**src/design/sstm_map.vh**
```
// Register offsets, field positions, reset values and timing for the tail-marker shifter.
// Assumes inclusion by bare name from every design file that needs it.
`ifndef SSTM_MAP_VH
`define SSTM_MAP_VH

// ----------------------------------------------------------------------
// Register offsets
// ----------------------------------------------------------------------
`define SSTM_ADDR_W 3
`define SSTM_OFS_CTRL 3'h0
`define SSTM_OFS_STAT 3'h1
`define SSTM_OFS_DLO 3'h2
`define SSTM_OFS_DHI 3'h3
`define SSTM_OFS_IREQ 3'h4
`define SSTM_OFS_IEN 3'h5
`define SSTM_OFS_PFUN 3'h6
`define SSTM_OFS_POUT 3'h7

// ----------------------------------------------------------------------
// Field positions
// ----------------------------------------------------------------------
`define SSTM_CTRL_MODE_HI 7
`define SSTM_CTRL_MODE_LO 6
`define SSTM_CTRL_TAIL_EN 5
`define SSTM_CTRL_TAIL_TYPE 4
`define SSTM_CTRL_EXT_CLK 3
`define SSTM_CTRL_RATE_HI 2
`define SSTM_STAT_RSVD_ONE 7
`define SSTM_STAT_OUT_LVL 6
`define SSTM_STAT_OVERRUN 5
`define SSTM_STAT_TAIL_SEND 1
`define SSTM_STAT_START 0
`define SSTM_IREQ_DONE 0
`define SSTM_IEN_DONE 0
`define SSTM_PFUN_SO 0
`define SSTM_PFUN_SI 1
`define SSTM_PFUN_SCK 2
`define SSTM_POUT_OD 0

// ----------------------------------------------------------------------
// Reset values and counts
// ----------------------------------------------------------------------
`define SSTM_CTRL_RST 8'h00
`define SSTM_BYTE_ZERO 8'h00
`define SSTM_WORD_ZERO 16'h0000
`define SSTM_BITS_8 5'h08
`define SSTM_BITS_16 5'h10
`define SSTM_CNT_ZERO 5'h00
`define SSTM_CNT_ONE 5'h01
`define SSTM_TAIL_HOLD_HT 3'h2
`define SSTM_TAIL_LATCH_HT 3'h4
`define SSTM_TAIL_ZERO 3'h0
`define SSTM_TAIL_ONE 3'h1

// ----------------------------------------------------------------------
// Prescaler half periods less one, in system clocks, for divisors 1024 down to 2
// ----------------------------------------------------------------------
`define SSTM_PS_W 9
`define SSTM_PS_ZERO 9'h000
`define SSTM_PS_ONE 9'h001
`define SSTM_HALF_0 9'h1ff
`define SSTM_HALF_1 9'h07f
`define SSTM_HALF_2 9'h01f
`define SSTM_HALF_3 9'h00f
`define SSTM_HALF_4 9'h007
`define SSTM_HALF_5 9'h003
`define SSTM_HALF_6 9'h001
`define SSTM_HALF_7 9'h000

`endif

```
**src/design/sstm_prescale.v**
```verilog
// Half-period tick generator for the internal transfer clock.
// Assumes restart is pulsed when a transfer starts so the first edge has full length.
`timescale 1ns/1ps
`include "sstm_map.vh"

module sstm_prescale (
  // Clock and reset
  input wire sys_clk_i,
  input wire rstn_i,
  input wire ce_i,
  // Control
  input wire restart_i,
  input wire [2:0] rate_sel_i,
  // Tick
  output reg half_tick_o
);

  reg [`SSTM_PS_W-1:0] cnt_q;
  reg [`SSTM_PS_W-1:0] limit;

  always @*
  begin
    case (rate_sel_i)
      3'h0: limit = `SSTM_HALF_0;
      3'h1: limit = `SSTM_HALF_1;
      3'h2: limit = `SSTM_HALF_2;
      3'h3: limit = `SSTM_HALF_3;
      3'h4: limit = `SSTM_HALF_4;
      3'h5: limit = `SSTM_HALF_5;
      3'h6: limit = `SSTM_HALF_6;
      default: limit = `SSTM_HALF_7;
    endcase
  end

  always @(posedge sys_clk_i or negedge rstn_i)
  begin
    if (!rstn_i)
    begin
      cnt_q <= `SSTM_PS_ZERO;
      half_tick_o <= 1'b0;
    end
    else if (ce_i)
    begin
      if (restart_i || cnt_q >= limit)
      begin
        cnt_q <= `SSTM_PS_ZERO;
        half_tick_o <= !restart_i;
      end
      else
      begin
        cnt_q <= cnt_q + `SSTM_PS_ONE;
        half_tick_o <= 1'b0;
      end
    end
  end

endmodule // sstm_prescale

```
**src/design/sstm_edge.v**
```verilog
// Edge detector for the external serial clock pin.
// Assumes the pin is already synchronous to the system clock.
`timescale 1ns/1ps

module sstm_edge (
  // Clock and reset
  input wire sys_clk_i,
  input wire rstn_i,
  input wire ce_i,
  // Pin level
  input wire level_i,
  // Edge pulses
  output wire rise_o,
  output wire fall_o
);

  reg prev_q;

  always @(posedge sys_clk_i or negedge rstn_i)
  begin
    if (!rstn_i)
      prev_q <= 1'b1;
    else if (ce_i)
      prev_q <= level_i;
  end

  assign rise_o = ce_i && level_i && !prev_q;
  assign fall_o = ce_i && !level_i && prev_q;

endmodule // sstm_edge

```
**src/design/sstm_core.v**
```verilog
// Synchronous serial shifter with optional end marker, registers on a plain port.
// Assumes pins are synchronous to sys_clk_i and the host keeps its setup order.
//
// Behaviour
// - Plain word mode: mode high bit 0, low bit picks 8/16, marker off.
// - Control write with marker disabled resets internal transfer state.
// - 8-bit uses low byte only; 16-bit uses high and low bytes.
// - Setting start begins a transfer, shifting transmit data out.
// - Receive setup shifts in samples from the serial input pin.
// - Completed word sets the transfer-done request bit.
// - Combined mode shifts both ways; done raised after both finish.
// - Internal clock driven with data, stops after completion until restart.
// - After transmission in plain word mode the output keeps the last bit level.
// - External clock edges shift transmit and receive data.
// - External clock after completion moves nothing, sets overrun.
// - While idle, writing out level drives the output pin.
// - Tail bus mode: marker on, mode high bit 0, low bit picks width.
// - Tail bus mode sends an end marker after every word.
// - Host selects hold or latch marker; device emits selected waveform.
// - Marker timing unit is the internal prescaler half period, even with the external clock selected.
// - Word done in tail mode: clear start, set done, send marker flagged.
// - Interrupt output follows done request only while enabled.
// - Transmit bit changes on falling edge; receive sampled on rising edge.
// - Start reads one while busy or waiting; clears when done.
// - Overrun clears only by writing zero after reading it set.
//
// The address-and-strobe port and the register addresses were left to the implementer.
`timescale 1ns/1ps
`include "sstm_map.vh"

module sstm_core (
  // Clock, reset and enable
  input wire sys_clk_i,
  input wire rstn_i,
  input wire ce_i,
  // Register port
  input wire [`SSTM_ADDR_W-1:0] addr_i,
  input wire [7:0] wdata_i,
  input wire we_i,
  input wire re_i,
  output reg [7:0] rdata_o,
  // Serial pins
  output reg so_o,
  output reg so_oe_o,
  input wire si_i,
  input wire sck_i,
  output reg sck_o,
  output reg sck_oe_o,
  // Interrupt request
  output reg irq_o
);

  // ----------------------------------------------------------------------
  // State and registers
  // ----------------------------------------------------------------------
  localparam ST_IDLE = 2'd0;
  localparam ST_WAIT = 2'd1;
  localparam ST_DATA = 2'd2;
  localparam ST_TAIL = 2'd3;

  reg [1:0] state_q;
  reg [7:0] ctrl_q;
  reg [15:0] shift_q;
  reg [4:0] bit_cnt_q;
  reg [2:0] tail_cnt_q;
  reg start_q;
  reg overrun_q;
  reg ovr_seen_q;
  reg done_req_q;
  reg done_en_q;
  reg [2:0] pfun_q;
  reg open_drain_q;
  reg so_q;
  reg sck_q;

  wire wr_ctrl = we_i && addr_i == `SSTM_OFS_CTRL;
  wire wr_stat = we_i && addr_i == `SSTM_OFS_STAT;
  wire wr_dlo = we_i && addr_i == `SSTM_OFS_DLO;
  wire wr_dhi = we_i && addr_i == `SSTM_OFS_DHI;
  wire wr_ireq = we_i && addr_i == `SSTM_OFS_IREQ;
  wire rd_stat = re_i && addr_i == `SSTM_OFS_STAT;

  wire word16 = ctrl_q[`SSTM_CTRL_MODE_LO];
  wire tail_en = ctrl_q[`SSTM_CTRL_TAIL_EN];
  wire ext_clk = ctrl_q[`SSTM_CTRL_EXT_CLK];
  wire rx_en = pfun_q[`SSTM_PFUN_SI];
  wire [4:0] n_bits = word16 ? `SSTM_BITS_16 : `SSTM_BITS_8;
  wire idle = state_q == ST_IDLE;
  wire start_req = wr_stat && wdata_i[`SSTM_STAT_START] && idle;
  wire ctrl_reset = wr_ctrl && !wdata_i[`SSTM_CTRL_TAIL_EN];

  // ----------------------------------------------------------------------
  // Clock sources
  // ----------------------------------------------------------------------
  wire half_tick;
  wire ext_rise;
  wire ext_fall;

  sstm_prescale u_prescale (
    .sys_clk_i(sys_clk_i),
    .rstn_i(rstn_i),
    .ce_i(ce_i),
    .restart_i(start_req),
    .rate_sel_i(ctrl_q[`SSTM_CTRL_RATE_HI:0]),
    .half_tick_o(half_tick)
  );

  sstm_edge u_edge (
    .sys_clk_i(sys_clk_i),
    .rstn_i(rstn_i),
    .ce_i(ce_i),
    .level_i(sck_i),
    .rise_o(ext_rise),
    .fall_o(ext_fall)
  );

  // Internal clock: a tick with the clock high is a falling edge, low is rising.
  wire int_fall = !ext_clk && half_tick && sck_q;
  wire int_rise = !ext_clk && half_tick && !sck_q;
  wire do_fall = ext_clk ? ext_fall : int_fall;
  wire do_rise = ext_clk ? ext_rise : int_rise;

  // Receive bit enters at the top of the active word width.
  wire rx_bit = rx_en ? si_i : 1'b0;
  wire [15:0] shift_next = word16 ? {rx_bit, shift_q[15:1]} :
    {shift_q[15:8], rx_bit, shift_q[7:1]};
  wire last_bit = bit_cnt_q == n_bits - `SSTM_CNT_ONE;
  wire word_done = state_q == ST_DATA && do_rise && last_bit;
  wire [2:0] tail_len = ctrl_q[`SSTM_CTRL_TAIL_TYPE] ? `SSTM_TAIL_LATCH_HT : `SSTM_TAIL_HOLD_HT;

  // ----------------------------------------------------------------------
  // Transfer engine
  // ----------------------------------------------------------------------
  always @(posedge sys_clk_i or negedge rstn_i)
  begin
    if (!rstn_i)
    begin
      state_q <= ST_IDLE;
      bit_cnt_q <= `SSTM_CNT_ZERO;
      tail_cnt_q <= `SSTM_TAIL_ZERO;
      start_q <= 1'b0;
      so_q <= 1'b0;
      sck_q <= 1'b1;
      shift_q <= `SSTM_WORD_ZERO;
    end
    else if (ce_i)
    begin
      if (wr_dlo && idle)
        shift_q[7:0] <= wdata_i;
      if (wr_dhi && idle)
        shift_q[15:8] <= wdata_i;
      if (ctrl_reset)
      begin
        state_q <= ST_IDLE;
        bit_cnt_q <= `SSTM_CNT_ZERO;
        tail_cnt_q <= `SSTM_TAIL_ZERO;
        start_q <= 1'b0;
        sck_q <= 1'b1;
      end
      else
      begin
        case (state_q)
          ST_IDLE:
          begin
            if (wr_stat)
              so_q <= wdata_i[`SSTM_STAT_OUT_LVL];
            if (start_req)
            begin
              start_q <= 1'b1;
              bit_cnt_q <= `SSTM_CNT_ZERO;
              sck_q <= 1'b1;
              state_q <= ext_clk ? ST_WAIT : ST_DATA;
            end
          end
          ST_WAIT:
          begin
            // Busy flag stays set while waiting for the master's first falling edge.
            if (ext_fall)
            begin
              so_q <= shift_q[0];
              state_q <= ST_DATA;
            end
          end
          ST_DATA:
          begin
            if (do_fall)
            begin
              so_q <= shift_q[0];
              sck_q <= 1'b0;
            end
            else if (do_rise)
            begin
              sck_q <= 1'b1;
              shift_q <= shift_next;
              bit_cnt_q <= bit_cnt_q + `SSTM_CNT_ONE;
              if (last_bit)
              begin
                start_q <= 1'b0;
                tail_cnt_q <= `SSTM_TAIL_ZERO;
                state_q <= tail_en ? ST_TAIL : ST_IDLE;
              end
            end
          end
          ST_TAIL:
          begin
            // Marker: data low with clock high, then data released high.
            if (half_tick)
            begin
              tail_cnt_q <= tail_cnt_q + `SSTM_TAIL_ONE;
              if (tail_cnt_q == `SSTM_TAIL_ZERO)
                so_q <= 1'b0;
              else if (tail_cnt_q == tail_len)
              begin
                so_q <= 1'b1;
                state_q <= ST_IDLE;
              end
            end
          end
          default:
            state_q <= ST_IDLE;
        endcase
      end
    end
  end

  // ----------------------------------------------------------------------
  // Control, flags and interrupt
  // ----------------------------------------------------------------------
  always @(posedge sys_clk_i or negedge rstn_i)
  begin
    if (!rstn_i)
    begin
      ctrl_q <= `SSTM_CTRL_RST;
      overrun_q <= 1'b0;
      ovr_seen_q <= 1'b0;
      done_req_q <= 1'b0;
      done_en_q <= 1'b0;
      pfun_q <= 3'h0;
      open_drain_q <= 1'b0;
    end
    else if (ce_i)
    begin
      if (wr_ctrl)
        ctrl_q <= wdata_i;
      if (we_i && addr_i == `SSTM_OFS_IEN)
        done_en_q <= wdata_i[`SSTM_IEN_DONE];
      if (we_i && addr_i == `SSTM_OFS_PFUN)
        pfun_q <= wdata_i[2:0];
      if (we_i && addr_i == `SSTM_OFS_POUT)
        open_drain_q <= wdata_i[`SSTM_POUT_OD];
      // A new setting wins over a clear in the same cycle.
      if (word_done)
        done_req_q <= 1'b1;
      else if (wr_ireq && !wdata_i[`SSTM_IREQ_DONE])
        done_req_q <= 1'b0;
      if (rd_stat && overrun_q)
        ovr_seen_q <= 1'b1;
      if (ext_clk && idle && ext_rise && !ctrl_reset)
        overrun_q <= 1'b1;
      else if (wr_stat && !wdata_i[`SSTM_STAT_OVERRUN] && ovr_seen_q)
      begin
        overrun_q <= 1'b0;
        ovr_seen_q <= 1'b0;
      end
    end
  end

  // ----------------------------------------------------------------------
  // Read data and registered pin outputs
  // ----------------------------------------------------------------------
  reg [7:0] rd_mux;

  always @*
  begin
    case (addr_i)
      `SSTM_OFS_CTRL: rd_mux = ctrl_q;
      `SSTM_OFS_STAT: rd_mux = {1'b1, so_q, overrun_q, 3'h0,
        state_q == ST_TAIL, start_q};
      `SSTM_OFS_DLO: rd_mux = shift_q[7:0];
      `SSTM_OFS_DHI: rd_mux = shift_q[15:8];
      `SSTM_OFS_IREQ: rd_mux = {7'h00, done_req_q};
      `SSTM_OFS_IEN: rd_mux = {7'h00, done_en_q};
      `SSTM_OFS_PFUN: rd_mux = {5'h00, pfun_q};
      default: rd_mux = {7'h00, open_drain_q};
    endcase
  end

  always @(posedge sys_clk_i or negedge rstn_i)
  begin
    if (!rstn_i)
    begin
      rdata_o <= `SSTM_BYTE_ZERO;
      so_o <= 1'b0;
      so_oe_o <= 1'b0;
      sck_o <= 1'b1;
      sck_oe_o <= 1'b0;
      irq_o <= 1'b0;
    end
    else if (ce_i)
    begin
      rdata_o <= re_i ? rd_mux : `SSTM_BYTE_ZERO;
      // Open drain only pulls low; a high level is left to the pull-up.
      so_o <= open_drain_q ? 1'b0 : so_q;
      so_oe_o <= pfun_q[`SSTM_PFUN_SO] && (!open_drain_q || !so_q);
      sck_o <= sck_q;
      sck_oe_o <= pfun_q[`SSTM_PFUN_SCK] && !ext_clk;
      irq_o <= done_req_q && done_en_q;
    end
  end

endmodule // sstm_core

```
**config.mk**
```make
export PLATFORM = sky130hd
export DESIGN_NAME = sstm_core
export DESIGN_NICKNAME = d
export VERILOG_FILES = /design/src/design/sstm_prescale.v /design/src/design/sstm_edge.v /design/src/design/sstm_core.v
export VERILOG_INCLUDE_DIRS = /design/src /design/src/design
export SDC_FILE = /design/constraint.sdc
export NUM_CORES = 1
export LEC_CHECK = 0
export BUFFER_PORTS_ARGS = -buffer_cell sky130_fd_sc_hd__buf_2
export CAP_MARGIN = 10
export CORE_MARGIN = 10
export CORE_UTILIZATION = 35
export CTS_CLUSTER_SIZE = 8
export DETAILED_ROUTE_END_ITERATION = 7
export GPL_TIMING_DRIVEN = 0
export PLACE_DENSITY = 0.61
export SLEW_MARGIN = 20
export SYNTH_ARGS = -nofsm -noshare
export SYNTH_HDL_FRONTEND = slang
export SYNTH_SLANG_ARGS = --single-unit
```
**constraint.sdc**
```tcl
create_clock -name sys_clk_i -period 3.8 [get_ports sys_clk_i]
set_clock_uncertainty 0.15 [all_clocks]
set_input_delay 0.19 -clock sys_clk_i [delete_from_list [all_inputs] [get_ports sys_clk_i]]
set_output_delay 0.19 -clock sys_clk_i [all_outputs]
set_load 0.05 [all_outputs]
```
# Yosys cells after proc, flatten, opt, wreduce, memory -nomap -nowiden
# Index checks and enable logic that the tools add are counted.
# totals
ff_bits	69
latch_bits	0
ramBits	0
romBits	0
in_bits	18
output_inout_bits	13
elab_cells	194
mem_count	0
# op_classes
add_sub_neg	4
n_mul	0
div_mod_pow	0
magnitude_cmp	1
eq_ne	33
shift	0
n_mux	65
n_bitwise	1
n_reduce_logical	66
# ops
op	n
$mux W16	5
$pmux W9 S7	1
$pmux W8 S7	1
$logic_and A1 B1 Y1	33
$mux W1	26
$mux W5	5
$mux W8	3
$mux W2	11
$eq A3 B3 Y1 const B	7
$ne A3 B3 Y1 const B	7
$mux W3	6
$reduce_and A2 Y1	7
$eq A3 B2 Y1 const B	4
$reduce_and A6 Y1	2
$logic_not A1 Y1	10
$pmux W5 S2	1
$add A9 B1 Y9 const B	1
$ge A9 B9 Y1	1
$logic_not A3 Y1	3
$mux W9	1
$reduce_and A9 Y1	1
$pmux W2 S4	1
$reduce_and A7 Y1	1
$eq A3 B1 Y1 const B	2
other kinds (23)	30

# Longest topological paths before layout
# depth
word_depth	8
depth_mapped	8
ltp_nobuf	8

# Cells and area by module
# Synthesis repeated with hierarchy kept, for this count alone.
# unflattened
hier_cells	419
area_unflattened_um2	4305.4
# modules_own_cells
module	instances	cells_each	area_each_um2
sstm_core	1	334	3448.3
sstm_prescale	1	81	795.8
sstm_edge	1	4	61.3

# Worst setup path before layout
# No wires, ideal clock.
# synth_timing
path_type	register to register
from	register tail_cnt_q[0]
to	register state_q[1]
t_arrival_ns	1.998
required_ns	3.571
slack_ns	1.572
stages_incl_launch_ff	8
path_cell_list	dfrtp_1 > inv_1 > ha_1 > or4b_2 > a21o_1 > a21boi_0 > o221a_2 > mux2i_1
# synth_via
elab_chain_cells	3
# synth_lines
item	line_no	text
start, declared	sstm_core.v:65	reg [2:0] tail_cnt_q;
start signal, assigned	sstm_core.v:140	tail_cnt_q <= `SSTM_TAIL_ZERO;
start signal, assigned	sstm_core.v:156	tail_cnt_q <= `SSTM_TAIL_ZERO;
start signal, assigned	sstm_core.v:199	tail_cnt_q <= `SSTM_TAIL_ZERO;
$eq A3 B3 Y1 / $logic_not A3 Y1 (equally long branches)	--	
$ne A3 B3 Y1 (no line)	--	
$reduce_and A9 Y1 (no line) *	--	
end signal, assigned	sstm_core.v:172	state_q <= ext_clk ? ST_WAIT : ST_DATA;
end signal, assigned	sstm_core.v:200	state_q <= tail_en ? ST_TAIL : ST_IDLE;
end, declared	sstm_core.v:61	reg [1:0] state_q;
# Every way passes the cells marked *; elsewhere a longest branch is shown, timed or not.
# A chain may end at the register's enable or synchronous reset.

# Worst setup path in the final report
# layout_timing
from	register ctrl_q[3]
to	register state_q[0]
# layout_via
elab_chain_cells	6
# layout_lines
item	line_no	text
start, declared	sstm_core.v:62	reg [7:0] ctrl_q;
start signal, assigned	sstm_core.v:233	ctrl_q <= `SSTM_CTRL_RST;
start signal, assigned	sstm_core.v:244	ctrl_q <= wdata_i;
$logic_not A1 Y1	sstm_core.v:118, sstm_core.v:119	
$logic_and A1 B1 Y1	sstm_core.v:118, sstm_core.v:119	
$logic_and A1 B1 Y1 (on tied branches)	sstm_core.v:119, sstm_core.v:118	
$mux W1 (on tied branches)	sstm_core.v:121, sstm_core.v:120	
$ne A3 B3 Y1 (no line)	--	
$reduce_and A9 Y1 (no line)	--	
# Parallel ways exist; a longest one is shown, timed or not. The select of a mux whose other input is x is not followed.

==> results by stage <==
Placed design:
- The placed instance area is roughly 4400 um2.
- The total half-perimeter wirelength after legalization and detailed placement is between 8 and 9 mm.
- The number of buffers added on ports is 27.
- Prior to clock tree synthesis, the placed netlist has a worst setup slack of around 1.2 ns.
- The routability congestion estimate is 0.857.

Hold path:
- The endpoint of the worst hold-timing path is pfun_q[1]$_DFFE_PN0P_.
- The hold path startpoint is wdata_i[1].
- The class of the tightest hold or removal check is input pin to flip-flop.
- Counting instances, the worst hold path has a depth of 2.

Clock tree:
- Hold repair after CTS inserted 5 buffers.
- Clock-pin slew was measured on the worst setup and hold paths at about 0.06 ns.
- At the later pin of the worst-skew pair, clock insertion delay measures roughly 0.34 ns.
- CTS built an H-tree with a depth of 3.
- In this run, post-CTS repair resized a total of 0 instances.
- The clock sink count is 69.
- The maximum count of clock buffers along a single path is 2.
- The clock root buffer is sky130_fd_sc_hd__clkbuf_16.
- The clock tree from TritonCTS is done.
- In this run the post-CTS setup repair buffer count came out at 0.
- Buffers inserted during clock tree synthesis total 9.

Global route:
- The first global-routing pass estimated ~18 mm of wire.
- The maximum number of pins on one net before global-route repair is 38.
- The initial antenna violation count is 0.
- The total overflow left after global routing is 0.
- The global-route usage over all layers is between 10% and 20%.
- The via count of the first global-routing pass was between 3000 and 4000.

Synth:
- Yosys attributes the largest share of cell area to sky130_fd_sc_hd__dfrtp_1, sky130_fd_sc_hd__mux2_2, sky130_fd_sc_hd__ha_1.
- Counting flops and latches in the post-synthesis netlist gives between 60 and 70.
- Averaged over all synthesized cells, the footprint is 10.0 um2.
- The most frequently used cell type in the post-synthesis netlist is sky130_fd_sc_hd__dfrtp_1.
- The synthesized netlist net count is 440.
- Yosys mapped a number of flops with a built-in enable equal to 0.
- The Yosys step of the flow raised 0 warnings.
- The part of the Yosys area used for sequential elements is between 40% and 50%.
- The gate count after technology mapping is 404.
- In this run, distinct cell masters in the synthesized netlist total 57.
- After synthesis the cells add up to about 4000 um2.
- For this run, the leading register cell type out of synthesis is sky130_fd_sc_hd__dfrtp_1.
- Counting flops with an async set or reset pin after synthesis yields a share of 100%.
- Of all cell types, the one taking the most synthesized area is sky130_fd_sc_hd__dfrtp_1.
- In the synthesized netlist, the cells that appear most often are sky130_fd_sc_hd__dfrtp_1, sky130_fd_sc_hd__nand2_1, sky130_fd_sc_hd__nor2_1.
- The area share of the leading cell type in the synthesized netlist is approximately two fifths.

Setup path:
- The endpoint identified for the worst register-to-register timing path is state_q[0]$_DFFE_PN0P_.
- The peak fanout along the critical path is 8.
- The most critical setup path has its startpoint at ctrl_q[3]$_DFFE_PN0P_.
- The critical path goes through clkbuf_1, nor3b_1, nor2_1, nor4_4, o221a_2, mux2i_1.
- STA classifies the critical path startpoint as a flip-flop.
- On the critical path, the stage with the largest delay is an instance of sky130_fd_sc_hd__nor3b_1.
- The flop-to-flop setup slack is about 1.2 ns.
- For this run, the slowest stage of the critical path takes 0.53 ns.
- Data arrives at the worst endpoint at approximately 2.7 ns.
- The critical path is of the flip-flop to flip-flop type.
- The origin of the critical flop-to-flop path is ctrl_q[3]$_DFFE_PN0P_.
- STA classifies the critical path endpoint as a flip-flop.
- The worst register-to-register path has a depth of 6.
- STA puts the critical path data required time at between 3 and 4 ns.

Flow run:
- Max-cap violations in this run came to 0.

Power and ir drop:
- Summed over all nets, the switching power comes to between 1 and 1.5 mW.
- In this run, the combinational gates consume 33.3% of the power.
- The share of total power dissipated in sequential elements is 38.7%.
- Summed over all cells, the static leakage comes to approximately 2 nW.
- Dividing total power by cell area gives a power density of between 600 and 700 nW/um2.
- The cell-internal power is 1.90 mW.
- Across the VDD grid, the largest voltage drop is slightly below 0.3 mV.
- In this run switching power makes up a little under two fifths of total power.
- The total design power is 3.04 mW.
- The clock network is responsible for 28.0% of the overall power.

Layout:
- Compared with the post-synthesis result, the final layout area differs by 16.9%.
- The post-route cell area is 4730 um2.
- The final design utilization is 41.6%.
- At the end of the flow, the number of nets in the layout was between 400 and 500.
- The post-route netlist has between 20% and 30% of its cells at a drive strength greater than 1.
- 0 antenna diodes ended up in the layout.
- The filler cells instantiated in the layout total 1100.

STA:
- Headroom to the max-slew limit came out at between 40% and 50%.
- The count of pins over their slew limit is 0.
- The setup TNS after final layout is 0 ns.
- The final critical delay including setup and external delays is between 2 and 3 ns.
- The share of the cycle needed by the critical path after routing is approximately 70%.
- The hold violation total from the final report was 0.
- Setup repair after global routing left no endpoint under its margin.
- Derived from the worst setup path, the maximum achievable clock frequency is roughly 380 MHz.
- The transition time at the pin with the least slew margin is 0.775 ns.
- In the post-route analysis, the smallest setup slack over all paths is approximately 1.2 ns.
- Setup violations remaining at the end of the flow were counted as 0.

Route:
- Summed over all layers, the routed wires come to 11.0 mm.
- The remaining number of nets flagged by the antenna check after routing is 0.
- The detailed router placed around 3400 vias in this run.
- The number of DRC markers in iteration 0 is 334.
- The total DRC errors in the routed layout is 0.
- The pre-antenna-repair detailed-routing pass consisted of 5 iterations.
- The ratio of routed vias to standard cells is approximately 5.7.
- The detail-routed net length per standard cell is 18.5 um.

Floorplan:
- The floorplan row count is 39.
- The floorplan step set the die width to roughly 130 um.
- 31 I/O pins were placed.
- The core region area is 11400 um2.
- The die is 128 um tall.
- The die covers between 15000 and 20000 um2.
- The starting density of the core is between 30% and 40%.

Status:
- The run finished with clean final reports.
==> worst max-delay path by stage <==
| stage | cells past startpoint | slack, ns | to |
|---|---|---|---|
| final | 6 | 1.16 | state_q[0]$_DFFE_PN0P_ |
| after global routing | 7 | 1.01 | u_prescale.cnt_q[2]$_DFFE_PN0P_ |
| after CTS | 7 | 1.17 | u_prescale.cnt_q[3]$_DFFE_PN0P_ |
| after detailed placement | 7 | 1.20 | u_prescale.cnt_q[3]$_DFFE_PN0P_ |
| after global placement | 6 | 1.23 | state_q[1]$_DFFE_PN0P_ |
| after floorplan | 7 | 1.57 | state_q[1]$_DFFE_PN0P_ |
==> power by group through the flow <==
stage	Sequential, mW	Clock [mW]	Combinational (mW)
after floorplan	1.19	0	0.697
after global placement	1.17	0	0.974
after detailed placement	1.18	0	1.01
after CTS	1.17	0.866	1.02
after global routing	1.20	0.898	1.14
final	1.17	0.851	1.01
==> metrics by stage <==
step                      hold slack (ns)  cells
after floorplan                    -0.256    404
after global placement              0.315    574
after detailed placement           0.0166    575
after CTS                          0.0104    595
after global routing               0.0239    595
final                              0.0181    595
==> cells in the final DEF, fill, tap and decap left out, drive strengths merged, types with 3 or more instances in the layout <==
cell / n
clkbuf: 24
a21boi: 4
mux2i: 7
a21oi: 23
a22oi: 5
nor3b: 3
ha: 18
dfstp: 3
nand3b: 9
mux4: 5
inv: 21
mux2: 21
nand2: 35
dlygate4sd3: 5
o31ai: 5
a31oi: 5
nor2b: 5
a2bb2oi: 7
o221a: 3
a22o: 6
nor2: 27
and3: 3
o221ai: 4
nor3: 8
o2bb2ai: 7
nand3: 13
nand2b: 5
o22ai: 16
nand4: 6
dfrtp: 66
xor2: 4
o21a: 5
buf: 36
o21ai: 13
or2: 4
==> flip-flops by register name, indices dropped and copies added (netlist names), 2 cells and up <==
register	cells
tail_cnt_q	3
rdata_o	8
state_q	2
bit_cnt_q	5
pfun_q	3
u_prescale.cnt_q	9
ctrl_q	8
shift_q	16
==> layer usage <==
layer	vias up	part of all wire (%)	track usage [%]
met4	0	1.5	4.76
li1	1586	-	-
met5	-	0	0
met1	1680	46	17.8
met3	12	5.8	3.18
met2	94	47	22.0
==> cell families after synthesis <==
kind of cell,Yosys count,synth area share (%)
AOI/OAI and AO/OA,112,20.0
xor gates and xnor gates,5,1.08
adders and majority gates,18,5.56
buffers and inverters,42,4.23
DFF,69,42.7
muxes,33,10.4
and+or+nand+nor,125,16.0
==> critical path: cells and delay by family (launching register included) <==
kind / cells / cell delay [ns]
and+or+nand+nor: 3 / 1.28
DFF: 1 / 0.36
AOI/OAI and AO/OA: 1 / 0.34
muxes: 1 / 0.20
buffers and inverters: 1 / 0.23
==> layout make-up <==
type / count / area [um2] / area share [%]
Multi-Input combinational cell: 293 / 2150 / 45.4
Buffer: 23 / 100 / 2.12
Tap cell: 143 / 179 / 3.78
Clock buffer: 9 / 225 / 4.76
Timing Repair Buffer: 33 / 208 / 4.39
Clock inverter: 6 / 71.3 / 1.51
Inverter: 19 / 71.3 / 1.51
Sequential cell: 69 / 1730 / 36.6
No activity file was read; power rests on OpenSTA's default activity.
